### config.mk
export PLATFORM = sky130hd
export DESIGN_NAME = rfsw_regs
export DESIGN_NICKNAME = d
export VERILOG_FILES = /design/src/hw/rfsw_pkg.sv /design/src/hw/rfsw_regs.sv
export SDC_FILE = /design/constraint.sdc
export NUM_CORES = 1
export LEC_CHECK = 0
export BUFFER_PORTS_ARGS = -buffer_cell sky130_fd_sc_hd__buf_2
export CAP_MARGIN = 20
export CORE_UTILIZATION = 49
export DETAILED_ROUTE_END_ITERATION = 16
export GPL_ROUTABILITY_DRIVEN = 0
export PLACE_DENSITY = 0.76
export REMOVE_ABC_BUFFERS = 1
export SYNTH_ARGS = -nofsm -noshare
export SYNTH_HDL_FRONTEND = slang
export SYNTH_SLANG_ARGS = --single-unit
### constraint.sdc
create_clock -name clk_in -period 1.4 [get_ports clk_in]
set_input_delay 0.14 -clock clk_in [delete_from_list [all_inputs] [get_ports clk_in]]
set_output_delay 0.14 -clock clk_in [all_outputs]
set_load 0.005 [all_outputs]
### src/hw/rfsw_pkg.sv
package rfsw_pkg;
	// register addresses seen by the serial bus
	localparam logic [15:0] ADDR_PATH_SELECTOR_FIELD = 16'h0000;  // switch path control
	localparam logic [15:0] ADDR_SPARE   = 16'h0001;  // spare storage
	localparam logic [15:0] ADDR_STATUS  = 16'h001a;  // bus error and soft reset
	// reset values
	localparam logic [7:0]  RST_PATH_SELECTOR_FIELD  = 8'h00;     // isolated, spare nibble clear
	localparam logic [7:0]  RST_SPARE    = 8'h00;
	localparam logic [6:0]  RST_FLAGS    = 7'h00;
	// field layout
	localparam int          SEL_MSB      = 3;         // path selector in low nibble
	localparam int          BIT_SOFT_RST = 7;         // soft reset bit of status
	localparam int          BIT_CMD_PAR  = 6;
	localparam int          BIT_SEQ_LEN  = 5;
	localparam int          BIT_ADR_PAR  = 4;
	localparam int          BIT_DAT_PAR  = 3;
	localparam int          BIT_BAD_RD   = 2;
	localparam int          BIT_BAD_WR   = 1;
	localparam int          BIT_SHR_RD   = 0;
	localparam int          FLAG_W       = 7;
	localparam int          TRIG_W       = 3;         // triggers zero to two
	// selector codes and throw enables
	localparam logic [3:0]  SEL_ISO      = 4'h0;
	localparam logic [3:0]  SEL_ONE      = 4'h1;
	localparam logic [3:0]  SEL_TWO      = 4'h2;
	localparam logic [3:0]  SEL_THREE    = 4'h4;
	localparam logic [3:0]  SEL_FOUR     = 4'h8;
	localparam logic [3:0]  THROW_NONE   = 4'h0;
endpackage

### src/hw/rfsw_regs.sv
`timescale 1ns/1ps
// Overview of operation
// - selector code one-hot picks exactly one throw
// - switch control resets zero, trigger shadowed
// - spare nibble and spare register plain storage
// - writing soft reset bit resets user registers
// - soft reset clears status and user registers
// - soft reset bit always reads zero
// - command parity error sets bit six
// - wrong sequence length sets bit five
// - address parity error sets bit four
// - data parity error sets bit three
// - read of unimplemented address sets bit two
// - write of unimplemented address sets bit one
// - broadcast or group read sets bit zero
// - reading status clears its flags
// - unmasked trigger writes shadow, trigger loads
// - low power isolates, startup resets all registers except the read answer registers
module rfsw_regs
	import rfsw_pkg::*;
(
	input  wire logic              clk_in,                  // 50 MHz system clock
	input  wire logic              reset_n_in,              // synchronous, supply reset
	input  wire logic              acc_write_in,            // decoded write pulse
	input  wire logic              acc_read_in,             // decoded read pulse
	input  wire logic              acc_broadcast_in,        // access used shared id
	input  wire logic              acc_claimed_in,          // address owned elsewhere
	input  wire logic [15:0]       acc_addr_in,             // register address
	input  wire logic [7:0]        acc_wdata_in,            // write data
	input  wire logic              err_cmd_parity_in,       // command frame parity bad
	input  wire logic              err_seq_length_in,       // sequence length bad
	input  wire logic              err_addr_parity_in,      // address frame parity bad
	input  wire logic              err_data_parity_in,      // data frame parity bad
	input  wire logic [TRIG_W-1:0] trigger_load_in,         // trigger bits written
	input  wire logic [TRIG_W-1:0] trigger_disable_bits_in, // trigger mask level
	input  wire logic              power_low_in,            // low power active state
	input  wire logic              power_startup_in,        // startup code written
	output logic [7:0]             acc_rdata_out,           // read data
	output logic                   acc_rvalid_out,          // read data valid pulse
	output logic [3:0]             throw_port_en_out        // throw one..four enables
);

	logic [7:0]        path_selector_field_reg;      // active switch control
	logic [7:0]        sw_shadow_reg;    // shadow of switch control
	logic [7:0]        spare_reg;        // active spare storage
	logic [7:0]        spare_shadow_reg; // shadow of spare storage
	logic [FLAG_W-1:0] flags_reg;        // status flags six..zero
	logic [FLAG_W-1:0] flags_next;
	logic [3:0]        throw_next;
	logic [7:0]        rdata_next;

	// address decode
	wire hit_sw     = (acc_addr_in == ADDR_PATH_SELECTOR_FIELD);
	wire hit_spare  = (acc_addr_in == ADDR_SPARE);
	wire hit_status = (acc_addr_in == ADDR_STATUS);
	wire hit_own    = hit_sw | hit_spare | hit_status;
	wire addr_ok    = hit_own | acc_claimed_in;

	// full reset: supply reset or a startup power code
	wire full_rst   = ~reset_n_in | power_startup_in;
	// soft reset on a write of one to the soft reset bit
	wire soft_rst   = acc_write_in & hit_status & acc_wdata_in[BIT_SOFT_RST];
	wire any_rst    = full_rst | soft_rst;

	// shadow scheme: direct only when every associated trigger is masked
	wire direct_wr  = &trigger_disable_bits_in;
	wire trig_load  = |(trigger_load_in & ~trigger_disable_bits_in);
	wire wr_sw      = acc_write_in & hit_sw;
	wire wr_spare   = acc_write_in & hit_spare;

	// status read: answered reads of the status register clear it
	wire rd_normal  = acc_read_in & ~acc_broadcast_in;
	wire stat_read  = rd_normal & hit_status;

	// hardware events, one bit per flag
	wire [FLAG_W-1:0] flag_events = {
		err_cmd_parity_in,
		err_seq_length_in,
		err_addr_parity_in,
		err_data_parity_in,
		rd_normal & ~addr_ok,
		acc_write_in & ~addr_ok,
		acc_read_in & acc_broadcast_in
	};

	// set wins over clear so an event in the clearing cycle survives
	always_comb
	begin
		flags_next = flags_reg;
		if (full_rst)
		begin
			flags_next = RST_FLAGS;
		end
		else
		begin
			if (soft_rst | stat_read)
			begin
				flags_next = RST_FLAGS;
			end
			flags_next = flags_next | flag_events;
		end
	end

	// status flags register
	always_ff @(posedge clk_in)
	begin
		flags_reg <= flags_next;
	end

	// shadow copies take writes while triggers are live
	always_ff @(posedge clk_in)
	begin
		if (any_rst)
		begin
			sw_shadow_reg    <= RST_PATH_SELECTOR_FIELD;
			spare_shadow_reg <= RST_SPARE;
		end
		else
		begin
			if (wr_sw & ~direct_wr)
			begin
				sw_shadow_reg <= acc_wdata_in;
			end
			if (wr_spare & ~direct_wr)
			begin
				spare_shadow_reg <= acc_wdata_in;
			end
		end
	end

	// active registers: direct write, else trigger load from shadow
	always_ff @(posedge clk_in)
	begin
		if (any_rst)
		begin
			path_selector_field_reg <= RST_PATH_SELECTOR_FIELD;
			spare_reg   <= RST_SPARE;
		end
		else
		begin
			if (wr_sw & direct_wr)
			begin
				path_selector_field_reg <= acc_wdata_in;
			end
			else if (trig_load)
			begin
				path_selector_field_reg <= sw_shadow_reg;
			end
			if (wr_spare & direct_wr)
			begin
				spare_reg <= acc_wdata_in;
			end
			else if (trig_load)
			begin
				spare_reg <= spare_shadow_reg;
			end
		end
	end

	// selector decode; any other code and low power mean isolation
	wire [3:0] sel = path_selector_field_reg[SEL_MSB:0];
	always_comb
	begin
		case (sel)
			SEL_ONE:   throw_next = 4'h1;
			SEL_TWO:   throw_next = 4'h2;
			SEL_THREE: throw_next = 4'h4;
			SEL_FOUR:  throw_next = 4'h8;
			default:   throw_next = THROW_NONE;
		endcase
		if (power_low_in)
		begin
			throw_next = THROW_NONE;
		end
	end

	// throw enables come from flip-flops
	always_ff @(posedge clk_in)
	begin
		if (full_rst)
		begin
			throw_port_en_out <= THROW_NONE;
		end
		else
		begin
			throw_port_en_out <= throw_next;
		end
	end

	// read data mux; soft reset bit reads zero
	always_comb
	begin
		rdata_next = 8'h00;
		if (hit_sw)
		begin
			rdata_next = path_selector_field_reg;
		end
		else if (hit_spare)
		begin
			rdata_next = spare_reg;
		end
		else if (hit_status)
		begin
			rdata_next = {1'b0, flags_reg};
		end
	end

	// read answer one cycle after the request, only for owned addresses
	always_ff @(posedge clk_in)
	begin
		if (~reset_n_in)
		begin
			acc_rdata_out  <= 8'h00;
			acc_rvalid_out <= 1'b0;
		end
		else
		begin
			acc_rvalid_out <= rd_normal & hit_own;
			if (rd_normal & hit_own)
			begin
				acc_rdata_out <= rdata_next;
			end
		end
	end
endmodule

# Word-level counts from Yosys, hierarchy flattened
# Index checks and enable logic that the tools add are counted.
word_totals:
  in_bits: 42
  word_cells: 57
  output_inout_bits: 13
  ff_bits: 52
classes:
  mux: 10
  n_reduce_logical: 6
  n_eq_ne: 6
  bitwise: 27
op_table:
  columns: ["operator", "count"]
  rows:
  - ["8-bit 2-to-1 mux", 6]
  - ["7-bit 2-to-1 mux", 3]
  - ["16-bit by 1-bit equality test with 1-bit output (second input constant)", 1]
  - ["16-bit by 5-bit equality test with 1-bit output (second input constant)", 1]
  - ["16-bit logical NOT", 1]
  - ["4-bit one-hot mux with 4 select lines", 1]
  - ["1-bit AND", 14]
  - ["7-bit bitwise OR", 1]
  - ["1-bit bitwise OR", 6]
  - ["4-bit by 1-bit equality test with 1-bit output (second input constant)", 1]
  - ["4-bit by 2-bit equality test with 1-bit output (second input constant)", 1]
  - ["4-bit by 3-bit equality test with 1-bit output (second input constant)", 1]
  - ["4-bit equality test (second input constant)", 1]
  - ["1-bit inverter", 4]
  - ["2-bit nonzero test", 2]
  - ["3-bit AND", 1]
  - ["3-bit inverter", 1]
  - ["3-bit AND reduction", 1]
  - ["3-bit OR reduction", 1]
  - ["2-bit OR reduction", 1]

# Longest topological paths before layout
depth:
  word_depth: 7
  mapped_depth: 6

# Worst setup path before layout
# No wires, ideal clock.
synth_path:
  path_type: "input-to-reg"
  from: "input port acc_addr_in[2]"
  to: "register path_selector_field_reg[0]"
  n_path_buf: 2
  arrival_ns: 1.369
  required_time_ns: 1.273
  setup_ns: 0.127
  slack_ns: -0.096
  cell_stages: 6
  cell_sequence: "nor4_4 > and3b_1 > buf_2 > a41o_1 > buf_4 > a211oi_2"
synth_via:
  elab_chain_len: 4
  word_cells_on_any_way: 9
  cone_classes: "eq/ne: 1; mux: 1; bitwise: 5; reduce/logical: 2"
synth_rtl:
  columns: ["element", "line_no", "rtl"]
  rows:
  - ["start: declaration", "rfsw_regs.sv:28", "input wire logic [15:0] acc_addr_in,"]
  - ["16-bit by 5-bit equality test with 1-bit output or 16-bit logical NOT (tied branches)", "rfsw_regs.sv:55, rfsw_regs.sv:53", null]
  - ["1-bit AND (on tied branches)", "rfsw_regs.sv:62, rfsw_regs.sv:68", null]
  - ["1-bit AND (on tied branches)", "rfsw_regs.sv:62, rfsw_regs.sv:141", null]
  - ["1-bit bitwise OR, or another cell as far along", "rfsw_regs.sv:63", "wire any_rst = full_rst | soft_rst;"]
  - ["end signal: assignment", "rfsw_regs.sv:143", "path_selector_field_reg <= acc_wdata_in;"]
  - ["end signal: assignment", "rfsw_regs.sv:147", "path_selector_field_reg <= sw_shadow_reg;"]
  - ["end: declaration", "rfsw_regs.sv:43", "logic [7:0] path_selector_field_reg;"]
# Several ways; a longest one is shown, not always the timed one.
# A chain may end at the register's enable or synchronous reset.

# Worst setup path after layout
layout_path:
  from: "input port acc_addr_in[13]"
  to: "register acc_rdata_out[3]"
layout_via:
  elab_chain_len: 4
  word_cells_on_any_way: 9
  cone_classes: "eq/ne: 2; mux: 3; bitwise: 3; reduce/logical: 1"
layout_rtl:
  columns: ["element", "line_no", "rtl"]
  rows:
  - ["16-bit by 5-bit equality test with 1-bit output, or another cell as far along", "rfsw_regs.sv:55", "wire hit_status = (acc_addr_in == ADDR_STATUS);"]
  - ["7-bit 2-to-1 mux or 1-bit bitwise OR (tied branches)", "rfsw_regs.sv:202, rfsw_regs.sv:56", null]
  - ["8-bit 2-to-1 mux or 1-bit bitwise OR (tied branches)", "rfsw_regs.sv:198, rfsw_regs.sv:56", null]
  - ["8-bit 2-to-1 mux or 1-bit AND (tied branches)", "rfsw_regs.sv:194, rfsw_regs.sv:219", null]
  - ["end signal: assignment", "rfsw_regs.sv:221", "acc_rdata_out <= rdata_next;"]
  - ["end: declaration", "rfsw_regs.sv:38", "output logic [7:0] acc_rdata_out,"]
# Several ways; a longest one is shown, not always the timed one.

==> metrics.log <==
INFO  metric status = completed
INFO  metric drtIter0Drc = 106
INFO  metric worstSetupStartpointType = input pin
INFO  metric placed_cells = 399
INFO  metric die-height = 74.3 µm
INFO  metric synth-async-reset-ratio = 0%
INFO  metric viasPerCell = 5.82
INFO  metric worst_ir_drop_vdd = 0.603 mV
INFO  metric cellPowerDensity = 842 nW/µm²
INFO  metric detailed_place_hpwl = 4550 µm
INFO  metric initial_core_util = 52.5%
INFO  metric worst_setup_hold_path_clk_slew = 0.09 ns
INFO  metric grt_pass1_vias = 2179
INFO  metric final-setup-viol-count = 0
INFO  metric cp_slowest_cell = or3_1
INFO  metric area_of_the_mapped_netlist = 2560 µm²
INFO  metric numPortBuffers = 54
INFO  metric die_w = 74.3 µm
INFO  metric drt-total-wl = 6430 µm
INFO  metric clock-skew-final = 0.00669 ns
INFO  metric final_slew_violations = 0
INFO  metric cts-root-buf = clkbuf_8
INFO  metric grt_pass1_wl = 10400 µm
INFO  metric internal_power = 2.01 mW
INFO  metric crit_required = 1.63 ns
INFO  metric design.core.area = 4880 µm²
INFO  metric detail-route-antenna-nets = 0
INFO  metric rrSetupSlack = 0.23 ns
INFO  metric clock_insertion_delay_worst_skew = 0.30 ns
INFO  metric cts_buffers = 5
INFO  metric stdcell_area = 3150 µm²
INFO  metric finalCriticalPeriod = 1.25 ns
INFO  metric drt_drc_violations_left = 0
INFO  metric dieArea = 5520 µm²
INFO  metric worstMarginPinSlew = 0.664 ns
INFO  metric tritoncts_num_sinks = 52
INFO  metric instances_no_fill = 408
INFO  metric final_report_hold_violation_count = 0
INFO  metric global_route.overflow_total = 0
INFO  metric dp_worst_setup_slack = -0.214 ns
INFO  metric power.share.combinational = 10.6%
INFO  metric floorplan.io_pins = 55
INFO  metric yosys_warnings = 0
INFO  metric dpl_cell_area = 3050 µm²
INFO  metric clock_tree_from_tritoncts = built
INFO  metric crit_chain = buf_2 > nor4_4 > nand3_1 > or3_1 > o22ai_1
INFO  metric num_antenna_cells = 0
INFO  metric postSynthCellCount = 275
INFO  metric htree_levels = 2
INFO  metric maximum_number_of_pins_on_one_net_before_global_route_repair = 33
INFO  metric synth_edf_count = 0
INFO  metric rows = 25
INFO  metric netSwitchingFraction = 24.3%
INFO  metric worst_slew_margin_rel = 55.2%
INFO  metric total_of_max_cap_violations = 0
INFO  metric detail_route.first_pass.iterations = 4
INFO  metric portion_of_the_post_synthesis_area_used_by_sequential_elements = 40.6%
INFO  metric worst_path_largest_cell_delay = 0.49 ns
INFO  metric gr-usage-all-layers = 24.9%
INFO  metric area_growth_syn_to_layout = 22.8%
INFO  metric synth.avg_cell_area = 9.32 µm²
INFO  metric wl_per_cell = 15.8 µm
INFO  metric min_path_type = in2reg
INFO  metric synthFlopType = dfxtp_1
INFO  metric cp-end-kind = flop
INFO  metric crit_family = simple AND/OR/NAND/NOR gates
INFO  metric critical_path_class = in2reg
INFO  metric ys_seq_elements = 52
INFO  metric critPathArrivalTime = 1.49 ns
INFO  metric final_layout_size_suffix_gt1_share = 32.6%
INFO  metric power.share.sequential = 56.2%
INFO  metric setup_tns = 0 ns
INFO  metric clockPowerShare = 33.2%
INFO  metric distinct_cell_type_count_after_synthesis = 40
INFO  metric cts_max_path_buffers = 2
INFO  metric setup_repair_after_global_routing_missed_its_margin = false
INFO  metric layout.nets = 382
INFO  metric power.total = 2.65 mW
INFO  metric cp_max_fo = 7
INFO  metric power.static_leakage = 1.19 nW
INFO  metric finalCritPeriodShare = 89.6%
INFO  metric worstPathBufferInverterCount = 1
INFO  metric layout_setup_ws = 0.145 ns
INFO  metric route.vias.total = 2373
INFO  metric fmaxAchievable = 0.797 GHz
INFO  metric grt_antenna_before_repair = 0
INFO  metric power.switching = 0.645 mW
what timing repair did:
action | CTS | global route
endpoints found under the setup margin | 0 | 2
endpoints found under the hold margin | 0 | 0
buffers inserted | 0 | 1
hold buffers | 0 | 0
gates resized for setup | 0 | 1
cells in the final DEF (no fill, tap or decap), types with 2 or more instances in the layout:
master,instances
dfxtp_1,52
clkinv_2,2
o21ai_1,3
nand2_1,2
nand4_1,17
buf_12,3
nor3b_1,2
inv_1,14
nor2_1,2
or2_0,2
buf_2,54
a21oi_1,24
nand3b_1,3
clkbuf_8,6
a211oi_2,16
nor4_1,2
nand3_1,4
o21ai_0,15
nor4_4,3
nand2b_1,9
mux2i_1,16
o22ai_1,7
and3_1,3
buf_4,24
nor3_1,18
o31ai_1,16
a22o_1,7
synth_stat cells (2+ instances only):
| library cell | instances | area [µm²] |
|---|---|---|
| a21oi_1 | 24 | 120 |
| dfxtp_1 | 52 | 1040 |
| mux2i_1 | 16 | 160 |
| buf_2 | 7 | 35.0 |
| nor2_1 | 2 | 7.51 |
| nor4_4 | 3 | 63.8 |
| buf_4 | 2 | 15.0 |
| or2_0 | 2 | 12.5 |
| nand4_1 | 17 | 106 |
| nand2b_1 | 9 | 56.3 |
| o22ai_1 | 7 | 43.8 |
| nand2_1 | 2 | 7.51 |
| nand3b_1 | 3 | 22.5 |
| o31ai_1 | 16 | 120 |
| clkbuf_1 | 14 | 52.6 |
| o21ai_1 | 2 | 10.0 |
| inv_1 | 14 | 52.6 |
| a211oi_2 | 16 | 200 |
| nand3_1 | 4 | 20.0 |
| nor3_1 | 18 | 90.1 |
| o21ai_0 | 16 | 80.1 |
| and3_1 | 3 | 18.8 |
| nor4_1 | 2 | 12.5 |
| nor3b_1 | 2 | 15.0 |
| a22o_1 | 7 | 61.3 |
layer usage:
layer  vias to the layer above  global-route usage, %  wire length (µm)
met5                         -                      0                 0
met4                         0                   6.92                59
met3                         9                   4.47               303
met2                        65                   41.1              3070
met1                      1114                   33.6              3000
li1                       1185                      -                 -
kinds of logic (layout without fill, tap and decap cells):
logic type	Yosys count	count (layout)	synth area share [%]
AOI/OAI and AO/OA	92	92	26.4
muxes	17	17	6.69
and+or+nand+nor	77	77	20.2
DFF	52	52	40.6
buffers and inverters	37	103	6.05
worst register-to-register path: cells and delay by family (launching register included):
kind	cells	cell delay [ns]
flops	1	0.36
simple gates	2	0.74
path summary, 6_finish.rpt:
| path | end | from | cells after the start |
|---|---|---|---|
| worst max register to register | throw_port_en_out[2] | path_selector_field_reg[0] | 2 |
| worst min register to register | acc_rdata_out[7] | acc_rdata_out[7] | 2 |
| worst max-delay path | acc_rdata_out[3] | acc_addr_in[13] | 5 |
| worst min-delay path | flags_reg[5] | err_seq_length_in | 3 |
power groups by stage:
stage               combinational (mW)  clock [mW]  sequential, mW
floorplan                        0.117           0            1.52
global placement                 0.274           0            1.52
detailed placement               0.278           0            1.52
CTS                              0.279       0.887            1.49
global route                     0.305       0.945            1.49
finish                           0.281       0.879            1.49
final cells by class:
type	count	area, µm²
clock buffer	6	82.6
sequential	52	1040
inverter	14	52.6
fill	437	1730
multi-input combinational	186	1370
tap	67	83.8
timing repair buffer	81	510
clock inverter	2	10.0
through the flow:
stage	utilization, %	hold WS [ns]
2_1_floorplan	-	0.264
3_3_place_gp	62.4	0.374
3_5_place_dp	62.4	0.377
4_1_cts	64.3	0.0577
5_1_grt	64.5	0.0648
6_report	64.5	0.0639
No activity file was read; power rests on OpenSTA's default activity.
